[src/rtl/dpd_pkg.sv]
// constants, encodings and state types of the dual port cycle dispatch
// assumes one clock at 200 mhz; all cycle counts are derived from it
package dpd_pkg;
    localparam int ADDR_W = 30;                 // word address, bits 31:2
    localparam int BE_W = 4;
    localparam int DEF_W = 3;                   // {mem/io, data/code, write/read}
    localparam int DEF_MIO_POS = 2;
    localparam int DEF_WR_POS = 0;
    localparam int LEN_W = 3;
    localparam int POP_N = 4;
    localparam int POP_W = 8;                   // bank size in 1 MB units
    localparam int POP_IDX_W = 2;
    localparam logic [POP_W-1:0] POP_RST = 8'h00;
    localparam int MB_SHIFT = 18;               // 1 MB expressed in words
    localparam int ROW_LSB = 9;
    localparam int SYNC_N = 3;

    localparam logic [LEN_W-1:0] LEN_PAGE_HIT = 3'h1;
    localparam logic [LEN_W-1:0] LEN_PAGE_MISS = 3'h3;
    localparam logic [LEN_W-1:0] LEN_NONDET = 3'h7;

    localparam int CLK_PERIOD_PS = 5000;
    localparam int SNOOP_HOLD_NS = 20;
    localparam int SNOOP_HOLD_CYC =
        (SNOOP_HOLD_NS * 1000 + CLK_PERIOD_PS - 1) / CLK_PERIOD_PS;
    localparam int SNOOP_CNT_W = 3;

    typedef enum logic [2:0] {
        DPD_H_IDLE = 3'b000,
        DPD_H_DRAM = 3'b001,
        DPD_H_FWD = 3'b010,
        DPD_H_FWD_WAIT = 3'b011,
        DPD_H_END = 3'b100
    } dpd_host_st_t;

    typedef enum logic [2:0] {
        DPD_S_IDLE = 3'b000,
        DPD_S_REQ = 3'b001,
        DPD_S_DRAM = 3'b010,
        DPD_S_SNOOP = 3'b011,
        DPD_S_END = 3'b100
    } dpd_sys_st_t;
endpackage

[src/rtl/dpd_dec_if.sv]
// carrier between the dispatcher and its address decoders
// assumes the decoder answers in the same cycle (pure logic)
`timescale 1ns/1ps
interface dpd_dec_if;
    import dpd_pkg::*;
    logic [ADDR_W-1:0] addr;
    logic [DEF_W-1:0] def;
    logic [POP_N*POP_W-1:0] pop;
    logic in_mem;
    logic [ADDR_W-ROW_LSB-1:0] row;
    modport client (output addr, output def, output pop, input in_mem, input row);
    modport decoder (input addr, input def, input pop, output in_mem, output row);
endinterface

[src/rtl/dpd_decode.sv]
// main memory decode from the four bank population values
// assumes the bank values are packed from bank 0 upward
`timescale 1ns/1ps
module dpd_decode
    import dpd_pkg::*;
(
    dpd_dec_if.decoder dec
);
    // ----------------------------------------
    // top of populated memory
    // ----------------------------------------
    function automatic logic [ADDR_W-1:0] top_of_mem(input logic [POP_N*POP_W-1:0] pop);
        logic [ADDR_W-1:0] sum;
        sum = '0;
        for (int i = 0; i < POP_N; i++) begin
            sum = sum + (ADDR_W'(pop[i*POP_W +: POP_W]) << MB_SHIFT);
        end
        return sum;
    endfunction

    // io space never hits memory
    assign dec.in_mem = dec.def[DEF_MIO_POS] && (dec.addr < top_of_mem(dec.pop));
    assign dec.row = dec.addr[ADDR_W-1:ROW_LSB];
endmodule

[src/rtl/dpd_dispatch.sv]
// cycle dispatch of a dual ported dram controller: host and system port
// assumes strobes from the far side are asynchronous; dram engine on clk_sys
//
// How it works
// RL1: host cycle decoded to dram or system bus unless it targets memory while grant_lvl is high
// RL2: host port only receives; drives snoop addresses
// RL3: system port sends and receives address, definition
// RL4: system cycle in memory runs dram, else ignored
// RL5: host-to-system cycles forwarded to expansion controller
// RL6: handshakes clockless; no processor clock used
// RL7: return 3-bit cycle length code at start
// RL8: converter turns processor strobes into start, type
// RL9: standard or buffered system side mode
// RL10: four population registers written by boot software
// RL11: strobe fall latches cycle, rise ends it
// RL12: ready deasserted during forwarded and locked cycles
// RL13: memory ownership requested, owned after grant
`timescale 1ns/1ps
module dpd_dispatch
    import dpd_pkg::*;
(
    input wire logic clk_sys,
    input wire logic rst_n,
    input wire logic host_as_n,
    input wire logic [ADDR_W-1:0] host_addr_in,
    output logic [ADDR_W-1:0] host_addr_out,
    output logic host_addr_oe,
    input wire logic [BE_W-1:0] host_be_n,
    input wire logic [DEF_W-1:0] host_def,
    input wire logic host_lock_n,
    output logic host_async_ready,
    output logic [LEN_W-1:0] host_cycle_len,
    output logic host_snoop_strobe,
    output logic host_side_memory_request,
    input wire logic host_side_memory_grant,
    input wire logic sys_buffered,
    input wire logic sys_as_n,
    input wire logic [ADDR_W-1:0] sys_addr_in,
    input wire logic [DEF_W-1:0] sys_def_in,
    output logic [ADDR_W-1:0] sys_addr_out,
    output logic sys_addr_oe,
    output logic [DEF_W-1:0] sys_def_out,
    output logic [BE_W-1:0] sys_be_n_out,
    output logic sys_fwd_start,
    output logic sys_fwd_as_n,
    input wire logic sys_fwd_done,
    output logic sys_mem_ready,
    input wire logic refresh_req,
    output logic refresh_owned,
    input wire logic pop_wr_en,
    input wire logic [POP_IDX_W-1:0] pop_wr_idx,
    input wire logic [POP_W-1:0] pop_wr_data,
    output logic [POP_N*POP_W-1:0] pop_value,
    output logic dram_start,
    output logic [ADDR_W-1:0] dram_addr,
    output logic dram_write,
    output logic dram_from_sys,
    input wire logic dram_done
);
    // ----------------------------------------
    // pin synchronisers
    // ----------------------------------------
    // clockless far side: every strobe is resampled here
    logic [SYNC_N-1:0] has_sync, sas_sync, done_sync, grant_sync;
    logic has_lvl, sas_lvl, done_lvl, grant_lvl;
    logic has_prev, sas_prev;

    always_ff @(posedge clk_sys) begin
        if (!rst_n) begin
            has_sync <= '1;
            sas_sync <= '1;
            done_sync <= '0;
            grant_sync <= '0;
        end else begin
            has_sync <= {has_sync[SYNC_N-2:0], host_as_n}; // RL6
            sas_sync <= {sas_sync[SYNC_N-2:0], sys_as_n};
            done_sync <= {done_sync[SYNC_N-2:0], sys_fwd_done};
            grant_sync <= {grant_sync[SYNC_N-2:0], host_side_memory_grant};
        end
    end

    // a level changes only once the last two stages agree
    always_ff @(posedge clk_sys) begin
        if (!rst_n) begin
            has_lvl <= 1'b1;
            sas_lvl <= 1'b1;
            done_lvl <= 1'b0;
            grant_lvl <= 1'b0;
            has_prev <= 1'b1;
            sas_prev <= 1'b1;
        end else begin
            if (has_sync[1] == has_sync[2]) has_lvl <= has_sync[2];
            if (sas_sync[1] == sas_sync[2]) sas_lvl <= sas_sync[2];
            if (done_sync[1] == done_sync[2]) done_lvl <= done_sync[2];
            if (grant_sync[1] == grant_sync[2]) grant_lvl <= grant_sync[2];
            has_prev <= has_lvl;
            sas_prev <= sas_lvl;
        end
    end

    logic host_start, host_end, sys_start, sys_end;
    assign host_start = has_prev && !has_lvl; // RL11
    assign host_end = !has_prev && has_lvl; // RL11
    assign sys_start = sas_prev && !sas_lvl;
    assign sys_end = !sas_prev && sas_lvl;

    // ----------------------------------------
    // population registers
    // ----------------------------------------
    always_ff @(posedge clk_sys) begin
        if (!rst_n) begin
            pop_value <= {POP_N{POP_RST}};
        end else if (pop_wr_en) begin
            pop_value[pop_wr_idx*POP_W +: POP_W] <= pop_wr_data; // RL10
        end
    end

    // ----------------------------------------
    // host latch and decode
    // ----------------------------------------
    logic [ADDR_W-1:0] h_addr;
    logic [BE_W-1:0] h_be_n;
    logic [DEF_W-1:0] h_def;
    logic h_lock;
    logic [ADDR_W-1:0] s_addr;
    logic [DEF_W-1:0] s_def;
    logic [ADDR_W-ROW_LSB-1:0] open_row;
    logic row_valid;

    // latch is open while the strobe is high, closes at its fall
    always_ff @(posedge clk_sys) begin
        if (!rst_n) begin
            h_addr <= '0;
            h_be_n <= '1;
            h_def <= '0;
            h_lock <= 1'b0;
        end else if (has_lvl && !host_start) begin
            h_addr <= host_addr_in; // RL11
            h_be_n <= host_be_n;
            h_def <= host_def;
            h_lock <= !host_lock_n;
        end
    end

    dpd_dec_if hdec ();
    dpd_dec_if sdec ();
    assign hdec.addr = h_addr;
    assign hdec.def = h_def;
    assign hdec.pop = pop_value;
    assign sdec.addr = s_addr;
    assign sdec.def = s_def;
    assign sdec.pop = pop_value;

    dpd_decode u_host_dec (.dec(hdec.decoder));
    dpd_decode u_sys_dec (.dec(sdec.decoder));

    // ----------------------------------------
    // host state machine
    // ----------------------------------------
    dpd_host_st_t h_st;
    dpd_sys_st_t s_st;
    logic fwd_busy;
    assign fwd_busy = (s_st != DPD_S_IDLE);

    // host owns memory unless the converter has granted it to this side
    always_ff @(posedge clk_sys) begin
        if (!rst_n) begin
            h_st <= DPD_H_IDLE;
            host_cycle_len <= LEN_NONDET;
            host_async_ready <= 1'b1;
            row_valid <= 1'b0;
            open_row <= '0;
        end else begin
            case (h_st)
                DPD_H_IDLE: begin
                    if (host_start) begin
                        if (hdec.in_mem && !grant_lvl) begin // RL1
                            host_cycle_len <= (row_valid && open_row == hdec.row) ?
                                LEN_PAGE_HIT : LEN_PAGE_MISS; // RL7
                            host_async_ready <= !h_lock; // RL12
                            open_row <= hdec.row;
                            row_valid <= 1'b1;
                            h_st <= DPD_H_DRAM;
                        end else if (!hdec.in_mem) begin
                            host_cycle_len <= LEN_NONDET; // RL7
                            host_async_ready <= 1'b0; // RL12
                            h_st <= DPD_H_FWD;
                        end
                    end
                end
                DPD_H_DRAM: begin
                    if (dram_done) begin
                        host_async_ready <= 1'b1;
                        h_st <= DPD_H_END;
                    end
                end
                DPD_H_FWD: begin
                    if (!fwd_busy && !done_lvl) h_st <= DPD_H_FWD_WAIT; // RL5
                end
                DPD_H_FWD_WAIT: begin
                    if (done_lvl) begin
                        host_async_ready <= 1'b1; // RL12
                        h_st <= DPD_H_END;
                    end
                end
                DPD_H_END: begin
                    if (host_end || has_lvl) h_st <= DPD_H_IDLE; // RL11
                end
                default: h_st <= DPD_H_IDLE;
            endcase
        end
    end

    // ----------------------------------------
    // forwarding to the expansion controller
    // ----------------------------------------
    always_ff @(posedge clk_sys) begin
        if (!rst_n) begin
            sys_fwd_start <= 1'b0;
            sys_fwd_as_n <= 1'b1;
            sys_addr_out <= '0;
            sys_def_out <= '0;
            sys_be_n_out <= '1;
        end else begin
            sys_fwd_start <= (h_st == DPD_H_FWD) && !fwd_busy && !done_lvl; // RL5
            if (h_st == DPD_H_FWD && !fwd_busy) begin
                sys_addr_out <= h_addr; // RL3
                sys_def_out <= h_def;
                sys_be_n_out <= h_be_n;
            end
            // buffered mode: intermediate bus carries a host-like strobe
            sys_fwd_as_n <= !(sys_buffered && h_st == DPD_H_FWD_WAIT); // RL9
        end
    end

    // standard mode drives the expansion address lines directly
    assign sys_addr_oe = (h_st == DPD_H_FWD_WAIT); // RL9

    // ----------------------------------------
    // system port state machine
    // ----------------------------------------
    logic [SNOOP_CNT_W-1:0] snoop_cnt;

    always_ff @(posedge clk_sys) begin
        if (!rst_n) begin
            s_st <= DPD_S_IDLE;
            s_addr <= '0;
            s_def <= '0;
            sys_mem_ready <= 1'b0;
            snoop_cnt <= '0;
        end else begin
            case (s_st)
                DPD_S_IDLE: begin
                    sys_mem_ready <= 1'b0;
                    if (sys_start && h_st != DPD_H_FWD_WAIT) begin
                        s_addr <= sys_addr_in; // RL3
                        s_def <= sys_def_in;
                        s_st <= DPD_S_REQ;
                    end
                end
                DPD_S_REQ: begin
                    // only a host dram cycle holds this off: a host forward waits on us
                    if (!sdec.in_mem) s_st <= DPD_S_END; // RL4
                    else if (grant_lvl && h_st != DPD_H_DRAM) s_st <= DPD_S_DRAM; // RL13
                end
                DPD_S_DRAM: begin
                    if (dram_done) begin
                        sys_mem_ready <= 1'b1; // RL4
                        snoop_cnt <= SNOOP_CNT_W'(SNOOP_HOLD_CYC);
                        s_st <= s_def[DEF_WR_POS] ? DPD_S_SNOOP : DPD_S_END;
                    end
                end
                DPD_S_SNOOP: begin
                    if (snoop_cnt == '0) s_st <= DPD_S_END;
                    else snoop_cnt <= snoop_cnt - 1'b1;
                end
                DPD_S_END: begin
                    if (sys_end || sas_lvl) s_st <= DPD_S_IDLE;
                end
                default: s_st <= DPD_S_IDLE;
            endcase
        end
    end

    // ----------------------------------------
    // ownership, dram launch and snoop drive
    // ----------------------------------------
    // refresh and system masters share one request toward the converter
    always_ff @(posedge clk_sys) begin
        if (!rst_n) begin
            host_side_memory_request <= 1'b0;
        end else begin
            host_side_memory_request <= refresh_req ||
                (s_st == DPD_S_REQ && sdec.in_mem) || s_st == DPD_S_DRAM; // RL13
        end
    end

    assign refresh_owned = refresh_req && grant_lvl && s_st != DPD_S_DRAM; // RL13

    always_ff @(posedge clk_sys) begin
        if (!rst_n) begin
            dram_start <= 1'b0;
            dram_addr <= '0;
            dram_write <= 1'b0;
            dram_from_sys <= 1'b0;
        end else begin
            dram_start <= 1'b0;
            if (h_st == DPD_H_IDLE && host_start && hdec.in_mem && !grant_lvl) begin
                dram_start <= 1'b1; // RL1
                dram_addr <= h_addr;
                dram_write <= h_def[DEF_WR_POS];
                dram_from_sys <= 1'b0;
            end else if (s_st == DPD_S_REQ && sdec.in_mem && grant_lvl
                         && h_st != DPD_H_DRAM) begin
                dram_start <= 1'b1; // RL4
                dram_addr <= s_addr;
                dram_write <= s_def[DEF_WR_POS];
                dram_from_sys <= 1'b1;
            end
        end
    end

    // host address lines are driven only for invalidation addresses
    assign host_addr_oe = (s_st == DPD_S_SNOOP); // RL2
    assign host_addr_out = s_addr;
    assign host_snoop_strobe = (s_st == DPD_S_SNOOP);
endmodule

[config.mk]
export PLATFORM = sky130hd
export DESIGN_NAME = dpd_dispatch
export DESIGN_NICKNAME = d
export VERILOG_FILES = /design/src/rtl/dpd_pkg.sv /design/src/rtl/dpd_dec_if.sv /design/src/rtl/dpd_decode.sv /design/src/rtl/dpd_dispatch.sv
export SDC_FILE = /design/constraint.sdc
export NUM_CORES = 1
export LEC_CHECK = 0
export BUFFER_PORTS_ARGS = -buffer_cell sky130_fd_sc_hd__buf_2
export CORE_AREA = 2 2 179 146
export CTS_CLUSTER_SIZE = 30
export DETAILED_ROUTE_END_ITERATION = 7
export DIE_AREA = 0 0 181 148
export GPL_TIMING_DRIVEN = 0
export SETUP_SLACK_MARGIN = 0.5
export SYNTH_ARGS = -nofsm -noshare
export SYNTH_HDL_FRONTEND = slang
export SYNTH_SLANG_ARGS = --single-unit
[constraint.sdc]
create_clock -name clk_sys -period 7.4 [get_ports clk_sys]
set_input_delay 1.48 -clock clk_sys [delete_from_list [all_inputs] [get_ports clk_sys]]
set_output_delay 1.48 -clock clk_sys [all_outputs]
set_load 0.02 [all_outputs]
== Word level (Yosys, flattened, before mapping) ==
Cells that the tools add are included.

* Add/subtract/negate cells: 5
* Order comparisons: 2
* Eq/ne operators: 29
* Shift-type cells: 2
* Mux-type cells: 35
* Bitwise operators: 1
* Reductions and logical operators: 55

{| class="wikitable"
|+ Operators by type and width
! cell !! number
|-
| 30-bit by 26-bit adder with 30-bit output || 2
|-
| 30-bit less-than comparator || 2
|-
| 30-bit two-way mux || 2
|-
| 3-bit two-way mux || 17
|-
| 5-bit negator with 34-bit output || 1
|-
| 8-bit by 34-bit variable shift with 32-bit output (first input constant) || 1
|-
| 8-bit by 34-bit indexed part select with 32-bit output || 1
|-
| 32-bit bitwise mux || 1
|-
| 3-bit case mux with 5 select lines || 2
|-
| 26-bit by 26-bit adder with 27-bit output || 1
|-
| 1-bit logical AND || 23
|-
| 21-bit == test || 1
|-
| 2-bit inequality test (second input constant) || 8
|-
| 3-bit by 2-bit == test with 1-bit output (second input constant) || 4
|-
| 1-bit logical NOT || 11
|-
| 5-bit AND reduction || 2
|-
| 3-bit logical NOT || 3
|-
| 1-bit two-way mux || 9
|-
| 3-bit AND reduction || 3
|-
| 3-bit by 1-bit == test with 1-bit output (second input constant) || 2
|-
| 3-bit == test (second input constant) || 2
|-
| 2-bit by 1-bit inequality test with 1-bit output (second input constant) || 3
|-
| 3-bit by 2-bit inequality test with 1-bit output (second input constant) || 2
|-
| 3-bit inequality test (second input constant) || 2
|-
| 14 further kinds || 24
|}

* Register bits after elaboration: 230
* Input port bits: 91
* Output and inout bits: 144
* Logic and storage cells: 164

== Depth between registers and ports, before layout ==
Gate-level depths: netlist of run 1.

* Word-level depth: 10
* Depth in mapped cells: 27
* Mapped depth without buffers: 24

== Cells and area by module ==
A second synthesis of run 1 with hierarchy kept.

* Cell total of the unflattened synthesis: 1,339
* Area total of the unflattened synthesis: 11,617.4 um^2

{| class="wikitable"
|+ By module, submodules not included
! module !! instances !! cells an instance !! area an instance (um^2) !! sequential area each (um^2)
|-
| dpd_dispatch || 1 || 1,013 || 9,012.4 || 4,584.4
|-
| dpd_decode || 2 || 163 || 1,302.5 || 0.0
|}

== Worst setup path after synthesis of run 1 ==
Ideal clock, no wire load.

* Path kind: reg2reg
* Start: register pop_value[8]
* End: register dram_addr[18]
* Setup time: 79 ps
* Data arrival time: 4,925 ps
* Data required time: 7,321 ps
* Slack: 2,396 ps
* Stages on the path, launching flop included: 24
* Path buffers: 1
* Period minus slack after synthesis: 5,004 ps
* Cells stage by stage: dfxtp_1 -> ha_1 -> inv_1 -> fa_1 -> fa_1 -> inv_1 -> ha_1 -> fa_1 -> a21o_1 -> a21oi_1 -> nor2_1 -> o21a_1 -> o21ai_0 -> nand2b_1 -> a21oi_1 -> ha_1 -> nand2_1 -> and4_1 -> nand4b_1 -> a211oi_1 -> and2_1 -> clkbuf_1 -> nand3_1 -> o211ai_1

* Word-level cells in the longest chain between the ends: 9
* Elaborated cells between the ends (all ways): 14
* Those cells by class: add/sub (3); order compare (2); mux (1); reduce/logical (8)

{| class="wikitable"
|+ RTL lines
! element !! line !! text
|-
| from (decl) || dpd_dispatch.sv:53 || <nowiki>output logic [POP_N*POP_W-1:0] pop_value,</nowiki>
|-
| from (signal assigned) || dpd_dispatch.sv:112 || <nowiki>pop_value <= {POP_N{POP_RST}};</nowiki>
|-
| from (signal, indexed assignment) || dpd_dispatch.sv:114 || <nowiki>pop_value[pop_wr_idx*POP_W +: POP_W] <= pop_wr_data;</nowiki>
|-
| 26-bit by 26-bit adder with 27-bit output (*) || dpd_decode.sv:16 || <nowiki>sum = sum + (ADDR_W'(pop[i*POP_W +: POP_W]) << MB_SHIFT);</nowiki>
|-
| 30-bit by 26-bit adder with 30-bit output (*) (2 in a row) || dpd_decode.sv:16 ||
|-
| 30-bit less-than comparator || dpd_decode.sv:22 || <nowiki>assign dec.in_mem = dec.def[DEF_MIO_POS] && (dec.addr < top_of_mem(dec.pop));</nowiki>
|-
| 1-bit logical AND || dpd_decode.sv:22 ||
|-
| 1-bit logical AND (2 in a row) || dpd_dispatch.sv:313 || <nowiki>end else if (s_st == DPD_S_REQ && sdec.in_mem && grant_lvl</nowiki>
|-
| 1-bit logical AND || dpd_dispatch.sv:314 || <nowiki>&& h_st != DPD_H_DRAM) begin</nowiki>
|-
| 2-bit nonzero test (no line) || - ||
|-
| to (signal assigned) || dpd_dispatch.sv:310 || <nowiki>dram_addr <= h_addr;</nowiki>
|-
| to (signal assigned) || dpd_dispatch.sv:316 || <nowiki>dram_addr <= s_addr;</nowiki>
|-
| to (decl) || dpd_dispatch.sv:55 || <nowiki>output logic [ADDR_W-1:0] dram_addr,</nowiki>
|}

Mark *: on every way between the ends. The rest lies on a longest branch, timed or not.
A chain may end at the register's enable or synchronous reset.

== Worst setup path in the final report of run 1 ==
* Start: register pop_value[8]
* End: register dram_addr[19]

The elaborated chain is that of the path after synthesis.

==> reports/qor.yml, run 1 <==
status: "completed"
post-place-cells: 1728
nets: 1573
synth-edff-count: 0
cp-start-kind: "flip-flop"
cts_made_buffers: 25
post-route-period-util_pct: 80.7
fp-row-count: 52
path_class: "reg2reg"
wl_per_cell_um: 18.4
combPwrFrac_pct: 7.4
cts_tree: "done"
hold_violations: 0
vias_per_cell: 5.28
holdCritPathClass: "reg2reg"
worst_slew_pin_slew_ns: 1.40
power_frac_seq_pct: 44.3
crit_family: "compound AO/OA/AOI/OAI gates"
rsz0062_at_grt: "no"
setup-tns-final_ns: 0
power.net_switching_mw: 0.686
drive_above_1_share_pct: 19.5
synth_ff_type: "dfxtp_1"
post-dp-hpwl_um: 24500
drc: 0
die_w_um: 181
timing.hold.ws_ns: 0.424
p_leak_nw: 5.69
pin_count: 235
grt_max_degree: 14
post-cts-setup-buffers: 0
p_per_area_nw_per_um2: 233
top_usage_layer: "met2"
grt_util_met3_pct: 4.61
pre_cts_slack_ns: 1.51
cp_max_fo: 10
crit_chain: "ha_1 -> inv_1 -> fa_1 -> inv_1 -> a21oi_1 -> o21ai_0 -> a21o_1 -> a21o_1 -> xnor2_1 -> fa_1 -> inv_1 -> ha_1 -> and2_1 -> a21o_1 -> a21oi_1 -> xor2_1 -> ha_1 -> and4_1 -> o211a_1 -> a211oi_1 -> and2_1 -> clkbuf_1 -> nand3_1 -> nand3_1"
ys_warn_count: 0
drt_iter0_markers: 743
io_buffers: 232
mostFrequentLayoutCell: "buf_2"
path_clk_slew_ns: 0.06
cp.arrival_ns: 6.45
max_freq_mhz: 167
synth-seq-area-share_pct: 46.1
slowest_delay_ns: 0.64
cts_hold_buf: 0
layout_common_cells: "buf_2, dfxtp_1, nand2_1, a21oi_1, nor2_1"
yosys_register_bits: 228
worstPathRequired_ns: 7.87
fin_skew_ns: 0.0156
drv_cap: 0
num-fill-cells: 2529
grt_pass1_wl_um: 49600
postRouteWirelength_um: 32700
met1_usage_pct: 34.4
syn_area_per_cell_um2: 8.46
core_um2: 25000
setup_viol: 0
finalPower_mw: 2.89
antenna_found_initial: 1
synth_cell_types: 52
synth-async-reset-ratio_pct: 0
worst_setup_path_end_kind: "flip-flop"
drtPass1Iterations: 5
vias: 9372
grt_pass1_vias: 8707
p_clk_share_pct: 48.3
synth_cells: 1172
drv_slew: 0
gr-total-overflow: 0
final_antenna_net_count: 0
die_h_um: 148
relSlewSlack_pct: 5.95
gp_routability_congestion: 0.863
switching_share_pct: 23.7
area_growth_pct: 25.3
crit_slowest_cell: "a211oi_1"
post-route-min-period_ns: 5.97
final_cells: 1775
netlist_area_um2: 9910
grtUsageTotal_pct: 23.6
ir_drop_mv: 0.152
die_area_um2: 26800
clk_path_buf_depth: 3
initial_core_util_pct: 39.7
cts_max_level: 1
ctsResizeCount: 0
p_int_mw: 2.21
groute.layer.met2.usage_pct: 35.8
path_buf_inv: 4
cts-root-buf: "clkbuf_16"
finalWorstSetupSlack_ns: 1.43
clk_latency_ns: 0.53
syn-num-nets: 1314
clock_sinks: 228
through the flow:
| stage | area (um2) | utilization [%] |
|---|---|---|
| after floorplan | 9910 | - |
| after global placement | 11500 | 45.9 |
| after detailed placement | 11500 | 46.0 |
| after CTS | 12400 | 49.7 |
| after global routing | 12400 | 49.7 |
| final | 12400 | 49.7 |
per-layer routing:
metal  share of wire, %  vias up
li1                   -     4526
met1                 47     4454
met2                 43      337
met3                8.0       55
met4                2.1        0
met5                  0        -
area by class of cell:
class                   instances  area (um2)  share of cell area (%)
diodes                          1        2.50                  0.0202
plain buffers                  75         289                    2.33
clock buffers                  34         699                    5.63
clock inverters                12         220                    1.77
inverters                      53         199                    1.60
multi-input cells             816        4880                    39.3
flip-flops and latches        228        4560                    36.8
well taps                     324         405                    3.26
repair buffers                232        1160                    9.35
state kept, by name, summed over array words and instances, names as in the netlist, 2 cells and up:
name            flops
done_sync           3
dram_addr          30
grant_sync          3
h_addr             30
h_be_n              4
h_def               3
h_st                3
has_sync            3
host_addr_out      30
host_cycle_len      2
open_row           21
pop_value          32
s_def               2
s_st                3
sas_sync            3
snoop_cnt           3
sys_addr_out       30
sys_be_n_out        4
sys_def_out         3
cell usage after synthesis (2+ instances only):
cell type	n	area (um2)
xnor2_1	7	61.3
fa_1	10	200
o21ai_1	2	10.0
a21oi_1	115	576
nor3_1	11	55.1
nor2b_1	2	12.5
buf_1	4	15.0
or3_1	4	25.0
nor4b_1	4	35.0
dfxtp_1	228	4560
a211oi_1	5	37.5
nand2_1	209	785
and2_1	10	62.6
inv_1	53	199
o21a_1	6	45.0
mux2i_1	40	400
buf_4	2	15.0
o211a_1	2	20.0
nand4b_1	2	17.5
nor2_1	92	345
and3_1	4	25.0
clkbuf_1	69	259
o211ai_1	10	75.1
nand4_1	30	188
o21ai_0	11	55.1
nand2b_1	16	100
a22oi_1	33	248
a211o_1	2	17.5
a31oi_1	2	12.5
and4_1	4	35.0
a21o_1	10	75.1
ha_1	41	513
nor4_1	7	43.8
nand3_1	84	420
xor2_1	24	210
worst reg2reg max path, cell delays in order, from the launching register on:
cell	delay, ns
dfxtp_1	0.37
ha_1	0.18
inv_1	0.05
fa_1	0.40
inv_1	0.07
a21oi_1	0.09
o21ai_0	0.31
a21o_1	0.20
a21o_1	0.16
xnor2_1	0.10
fa_1	0.49
inv_1	0.05
ha_1	0.33
and2_1	0.17
a21o_1	0.18
a21oi_1	0.18
xor2_1	0.24
ha_1	0.29
and4_1	0.21
o211a_1	0.13
a211oi_1	0.64
and2_1	0.28
clkbuf_1	0.53
nand3_1	0.16
nand3_1	0.11
logic make-up after synthesis:
| kind of cell | after synthesis | synth area share [%] |
|---|---|---|
| compound gates | 208 | 12.8 |
| xor+xnor | 31 | 2.74 |
| fa+ha+maj | 52 | 7.31 |
| buf+inv | 128 | 4.92 |
| flops | 228 | 46.1 |
| mux | 40 | 4.04 |
| other cells | 1 | 0.0378 |
| simple gates | 484 | 22.1 |
final timing paths:
check | startpoint | endpoint | slack (ns) | cells after the start
worst min-delay path | sas_sync[0] | sas_sync[1] | 0.42 | 1
worst max-delay path | pop_value[8] | dram_addr[19] | 1.43 | 24
worst max register to register | pop_value[8] | dram_addr[19] | 1.43 | 24
worst min register to register | sas_sync[0] | sas_sync[1] | 0.42 | 1
power groups by stage:
stage	Clock [mW]	Sequential, mW	Combinational, mW
global route	1.47	1.29	0.236
global placement	0	1.31	0.207
floorplan	0	1.30	0.128
CTS	1.42	1.28	0.210
detailed placement	0	1.31	0.209
finish	1.40	1.28	0.213
Power figures use the tool's default switching activity.
==> inputs of run 2 (changes only) <==
==> constraint.sdc (replaced) <==
create_clock -name clk_sys -period 5 [get_ports clk_sys]
set_input_delay 1 -clock clk_sys [delete_from_list [all_inputs] [get_ports clk_sys]]
set_output_delay 1 -clock clk_sys [all_outputs]
set_load 0.02 [all_outputs]
==> run 2 against run 1 <==
  * Non-clock buffer count rose by 45
  * Fmax rose by 22%
  * First-iteration DRC count fell by 0.13%
  * Largest power group is now sequential cells
==> reports/qor.yml, run 2 (synthesized netlist as in run 1, its figures left out) <==
num-fill-cells: 2323
power_frac_seq_pct: 47.0
io_buffers: 232
mostFrequentLayoutCell: "buf_2"
rsz0062_at_grt: "yes"
post-route-min-period_ns: 4.91
drv_cap: 0
grt_max_degree: 13
combPwrFrac_pct: 9.3
p_per_area_nw_per_um2: 294
pin_count: 235
path_class: "reg2reg"
die_area_um2: 26800
area_growth_pct: 39.0
cts_tree: "done"
place_area_um2: 11600
antenna_found_initial: 0
gr-total-overflow: 0
max_freq_mhz: 204
clock_sinks: 228
clk_path_buf_depth: 3
fin_skew_ns: 0.0257
n_antenna_cell: 0
worst_setup_path_end_kind: "flip-flop"
final_antenna_net_count: 0
grt_pass1_vias: 8856
timing.hold.ws_ns: 0.404
power.net_switching_mw: 1.03
relSlewSlack_pct: 36.9
cp.arrival_ns: 5.37
grtUsageTotal_pct: 24.3
switching_share_pct: 25.4
grt_util_met3_pct: 4.71
cp_max_fo: 6
die_w_um: 181
wl_per_cell_um: 19.2
cts-root-buf: "clkbuf_16"
cts_hold_buf: 0
vias: 9733
drt_iter0_markers: 742
grt_pass1_wl_um: 50900
nets: 1618
die_h_um: 148
setup_viol: 0
cts_max_level: 1
fp-row-count: 52
drtPass1Iterations: 5
cp-start-kind: "flip-flop"
drv_slew: 0
post-place-cells: 1728
largest_reg_flops: 32
p_clk_share_pct: 43.6
post-route-period-util_pct: 98.2
p_leak_nw: 6.37
holdCritPathClass: "reg2reg"
top_usage_layer: "met2"
groute.layer.met2.usage_pct: 36.8
status: "completed"
initial_core_util_pct: 39.7
p_int_mw: 3.02
path_clk_slew_ns: 0.06
hold_violations: 0
worst_slew_pin_slew_ns: 0.944
post-dp-hpwl_um: 24500
vias_per_cell: 5.37
layout_common_cells: "buf_2, dfxtp_1, nand2_1, nor2_1, a21oi_1"
drc: 0
postRouteWirelength_um: 34800
stdcell_area_um2: 13800
gp_routability_congestion: 0.835
worstPathRequired_ns: 5.45
core_um2: 25000
drive_above_1_share_pct: 31.9
ir_drop_mv: 0.227
largest_register: "pop_value"
met1_usage_pct: 35.4
cts_made_buffers: 25
final_cells: 1814
clk_latency_ns: 0.54
[run 2: changes by cell type in the layout (fill, tap and decap cells not counted), sizes merged]
cell	change
clkinvlp	-1
clkinv	-1
bufinv	-6
inv	-1
buf	+49
diode	-1
[run 2: layout make-up]
type	count	area (um2)	area share (%)
Multi-Input combinational cell	816	5700	41.4
Inverter	53	201	1.46
Clock inverter	3	18.8	0.136
Buffer	75	514	3.73
Sequential cell	228	4570	33.2
Clock buffer	38	744	5.40
Tap cell	324	405	2.94
Timing Repair Buffer	277	1620	11.7
[run 2: layer usage]
metal | routed length (um) | part of all wire [%] | vias up
met5 | 0 | 0 | -
met4 | 806 | 2.3 | 0
met3 | 2640 | 7.6 | 59
met2 | 15200 | 44 | 379
met1 | 16200 | 46 | 4671
li1 | - | - | 4624
[run 2: per-stage QoR]
| stage | utilization (%) | power (mW) | setup WS, ns | TNS, ns |
|---|---|---|---|---|
| final | 55.1 | 4.05 | 0.0886 | 0 |
| after CTS | 51.9 | 4.03 | 0.140 | 0 |
| after global placement | 46.4 | 2.24 | -0.208 | -5.36 |
| after floorplan | - | 2.12 | 0.377 | 0 |
| after global routing | 55.1 | 4.18 | -0.109 | -2.16 |
| after detailed placement | 46.5 | 2.25 | -0.205 | -5.32 |
[run 2: repair_timing]
item,in CTS,in global routing
pin swaps,61,64
buffers inserted,26,10
setup endpoints to repair,64,64
cloned,3,5
resized for setup,74,156
hold endpoints to repair,0,0
[run 2: critical path, cell delays in order, from the launching register on]
cell	delay, ns
dfxtp_4	0.35
ha_4	0.16
inv_2	0.05
fa_2	0.44
fa_1	0.51
inv_2	0.05
ha_4	0.15
fa_2	0.36
a21o_1	0.18
a21oi_2	0.16
nor2_1	0.06
o21a_1	0.21
o21ai_2	0.14
nand2b_1	0.08
a21oi_2	0.20
ha_4	0.24
nand2_1	0.05
and4_1	0.19
nand4b_1	0.18
a211oi_4	0.39
and2_4	0.32
clkbuf_16	0.19
nand3_2	0.08
o211ai_1	0.12
[run 2: path summary, 6_finish.rpt]
| kind | depth (start not counted) | endpoint | startpoint | slack (ns) |
|---|---|---|---|---|
| max reg2reg | 23 | dram_addr[16] | pop_value[8] | 0.09 |
| max | 23 | dram_addr[16] | pop_value[8] | 0.09 |
| min reg2reg | 1 | sas_sync[1] | sas_sync[0] | 0.40 |
| min | 1 | sas_sync[1] | sas_sync[0] | 0.40 |
[run 2: power by group through the flow]
stage          combinational, mW  sequential, mW  clock, mW
4_1_cts                    0.347            1.90       1.78
5_1_grt                    0.410            1.91       1.86
3_5_place_dp               0.310            1.94          0
2_1_floorplan              0.192            1.93          0
6_report                   0.377            1.90       1.77
3_3_place_gp               0.308            1.94          0
==> inputs of run 3 (changes only) <==
--- a/config.mk
+++ b/config.mk
@@ -5,11 +5,12 @@
 export SDC_FILE = /design/constraint.sdc
 export NUM_CORES = 1
 export LEC_CHECK = 0
+export ABC_AREA = 1
 export BUFFER_PORTS_ARGS = -buffer_cell sky130_fd_sc_hd__buf_2
-export CORE_AREA = 2 2 179 146
+export CORE_AREA = 2 2 181 147
 export CTS_CLUSTER_SIZE = 30
 export DETAILED_ROUTE_END_ITERATION = 7
-export DIE_AREA = 0 0 181 148
+export DIE_AREA = 0 0 183 149
 export GPL_TIMING_DRIVEN = 0
 export SETUP_SLACK_MARGIN = 0.5
 export SYNTH_ARGS = -nofsm -noshare
==> run 3 against run 2 <==
  * Via count up 4.6%
  * Highest routed layer unchanged
  * Sequential share of layout area grew 0.72 points
  * Largest cell class unchanged
  * Combinational power grew to 2.5 times the previous value
  * Critical endpoint is now dram_addr[10]
  * Utilization decreased by 2.7 points
==> reports/qor.yml, run 3 <==
ys_warn_count: 0
post-route-util_pct: 52.4
holdCritPathClass: "reg2reg"
grt_pass1_vias: 9078
drive_above_1_share_pct: 26.1
grt_pass1_wl_um: 50500
syn-num-nets: 1480
die_area_um2: 27300
p_leak_nw: 6.30
synth_top_area_share_pct: 45.4
status: "completed"
synth_area_leaders: "dfxtp_1, nand2_1, inv_1, o21ai_0, a21oi_1"
synth-async-reset-ratio_pct: 0
drv_slew: 0
finalPower_mw: 5.02
crit_path_frequent_cell: "nand2_2"
setup_viol: 0
gr-total-overflow: 0
drt_iter0_markers: 957
cts_tree: "done"
syn_area_per_cell_um2: 7.52
synth_ff_type: "dfxtp_1"
slowest_delay_ns: 0.45
fin_skew_ns: 0.0208
synth-edff-count: 0
rsz0062_at_grt: "yes"
synth_common_cells: "dfxtp_1, nand2_1, inv_1"
crit_chain: "ha_4 -> inv_2 -> fa_2 -> o21ai_4 -> xor2_2 -> fa_1 -> inv_2 -> ha_4 -> a21oi_2 -> nand2_2 -> a21oi_2 -> o21bai_2 -> buf_4 -> nand2_2 -> nand2_2 -> a21oi_4 -> ha_4 -> and3_4 -> a21boi_4 -> buf_6 -> nand4_1 -> nand3_2 -> nand2_2 -> inv_2"
finalWorstSetupSlack_ns: 0.524
worst_slew_pin_slew_ns: 1.32
grtUsageTotal_pct: 23.7
io_buffers: 231
synth.most_common_cell: "dfxtp_1"
layout_common_cells: "buf_2, dfxtp_1, nand2_1, inv_1, nor2_1"
multi_input_area_um2: 5060
gp_routability_congestion: 0.909
crit_slowest_cell: "fa_1"
path_clk_slew_ns: 0.06
regArea_um2: 4580
post-place-cells: 1899
netlist_area_um2: 10100
largest_reg_flops: 32
num-fill-cells: 2510
vias_per_cell: 5.14
nets: 1770
yosys_register_bits: 228
cp_max_fo: 5
stdcell_area_um2: 13500
crit_family: "adder cells"
path_class: "reg2reg"
cp-start-kind: "flip-flop"
place_area_um2: 11600
p_per_area_nw_per_um2: 372
setup-tns-final_ns: 0
pin_count: 235
cp.arrival_ns: 4.95
post-dp-hpwl_um: 25000
clk_latency_ns: 0.53
die_w_um: 183
final_antenna_net_count: 0
drv_cap: 0
clk_path_buf_depth: 3
grt_max_degree: 14
drc: 0
ir_drop_mv: 0.261
relSlewSlack_pct: 11.1
clock_sinks: 228
core_um2: 25700
timing.hold.ws_ns: 0.414
drtPass1Iterations: 5
max_freq_mhz: 223
yosysTopAreaCell: "dfxtp_1"
cts_max_level: 1
wl_per_cell_um: 17.4
area_growth_pct: 34.1
synth_cell_types: 38
path_buf_inv: 5
antenna_found_initial: 4
final_cells: 1979
worstPathRequired_ns: 5.47
pre_cts_slack_ns: -0.111
die_h_um: 149
initial_core_util_pct: 39.1
worst_setup_path_end_kind: "flip-flop"
cts_made_buffers: 25
post-route-min-period_ns: 4.48
fp-row-count: 53
hold_violations: 0
cts-root-buf: "clkbuf_16"
synth_cells: 1338
largest_register: "pop_value"
mostFrequentLayoutCell: "buf_2"
synth-seq-area-share_pct: 45.4
post-route-period-util_pct: 89.5
vias: 10178
postRouteWirelength_um: 34500
## run 3: logic make-up (layout without fill, tap and decap cells)
logic type               count (synthesis)  count (layout)  share of synthesized area [%]
AO/OA/AOI/OAI                          290             290                           15.0
flip-flops                             228             228                           45.4
AND/OR/NAND/NOR                        508             508                           21.6
other                                    1               5                         0.0373
buffers and inverters                  243             550                           9.43
XOR/XNOR                                17              17                           1.48
adder cells (fa/ha/maj)                 51              51                           7.09
## run 3: layer usage
metal / share of wire, % / track usage, % / up-vias
li1: - / - / 4955
met1: 46 / 34.5 / 4823
met2: 45 / 37.1 / 356
met3: 6.9 / 3.52 / 44
met4: 2.0 / 5.16 / 0
met5: 0 / 0 / -
## run 3: report_power, final
group | switching [mW] | internal, mW | leakage (nW) | total, mW
Sequential | 0.0962 | 1.97 | 1.86 | 2.06
Clock | 0.778 | 1.22 | 0.444 | 2.00
Combinational | 0.659 | 0.298 | 4.00 | 0.957
Total | 1.53 | 3.49 | 6.30 | 5.02
## run 3: final cells by class
cell class              count  area share (%)
flip-flops and latches    228            33.9
clock buffers              33            5.38
diodes                      4          0.0742
repair buffers            263            11.1
clock inverters            11            1.21
well taps                 330            3.06
plain buffers              71            2.95
inverters                 172            4.82
multi-input cells         867            37.5
## run 3: tightest hold or removal path, delay by kind of cell, from the launching register on
family / cells / cell delay [ns]
buffers and inverters: 1 / 0.04
DFF: 1 / 0.31
and+or+nand+nor: 1 / 0.05
## run 3: what timing repair did
item,in CTS,in global routing
buffers inserted,15,11
hold endpoints to repair,0,0
resized for setup,26,146
pin swaps,9,48
hold buffers,0,0
setup endpoints to repair,65,65
gates cloned,1,5
## run 3: final timing paths
check                                    from             to  slack (ns)  depth (start not counted)
worst max-delay path             pop_value[8]  dram_addr[10]        0.52                         24
worst min-delay path            grant_sync[0]  grant_sync[1]        0.41                          2
worst max register to register   pop_value[8]  dram_addr[10]        0.52                         24
worst min register to register  grant_sync[0]  grant_sync[1]        0.41                          2
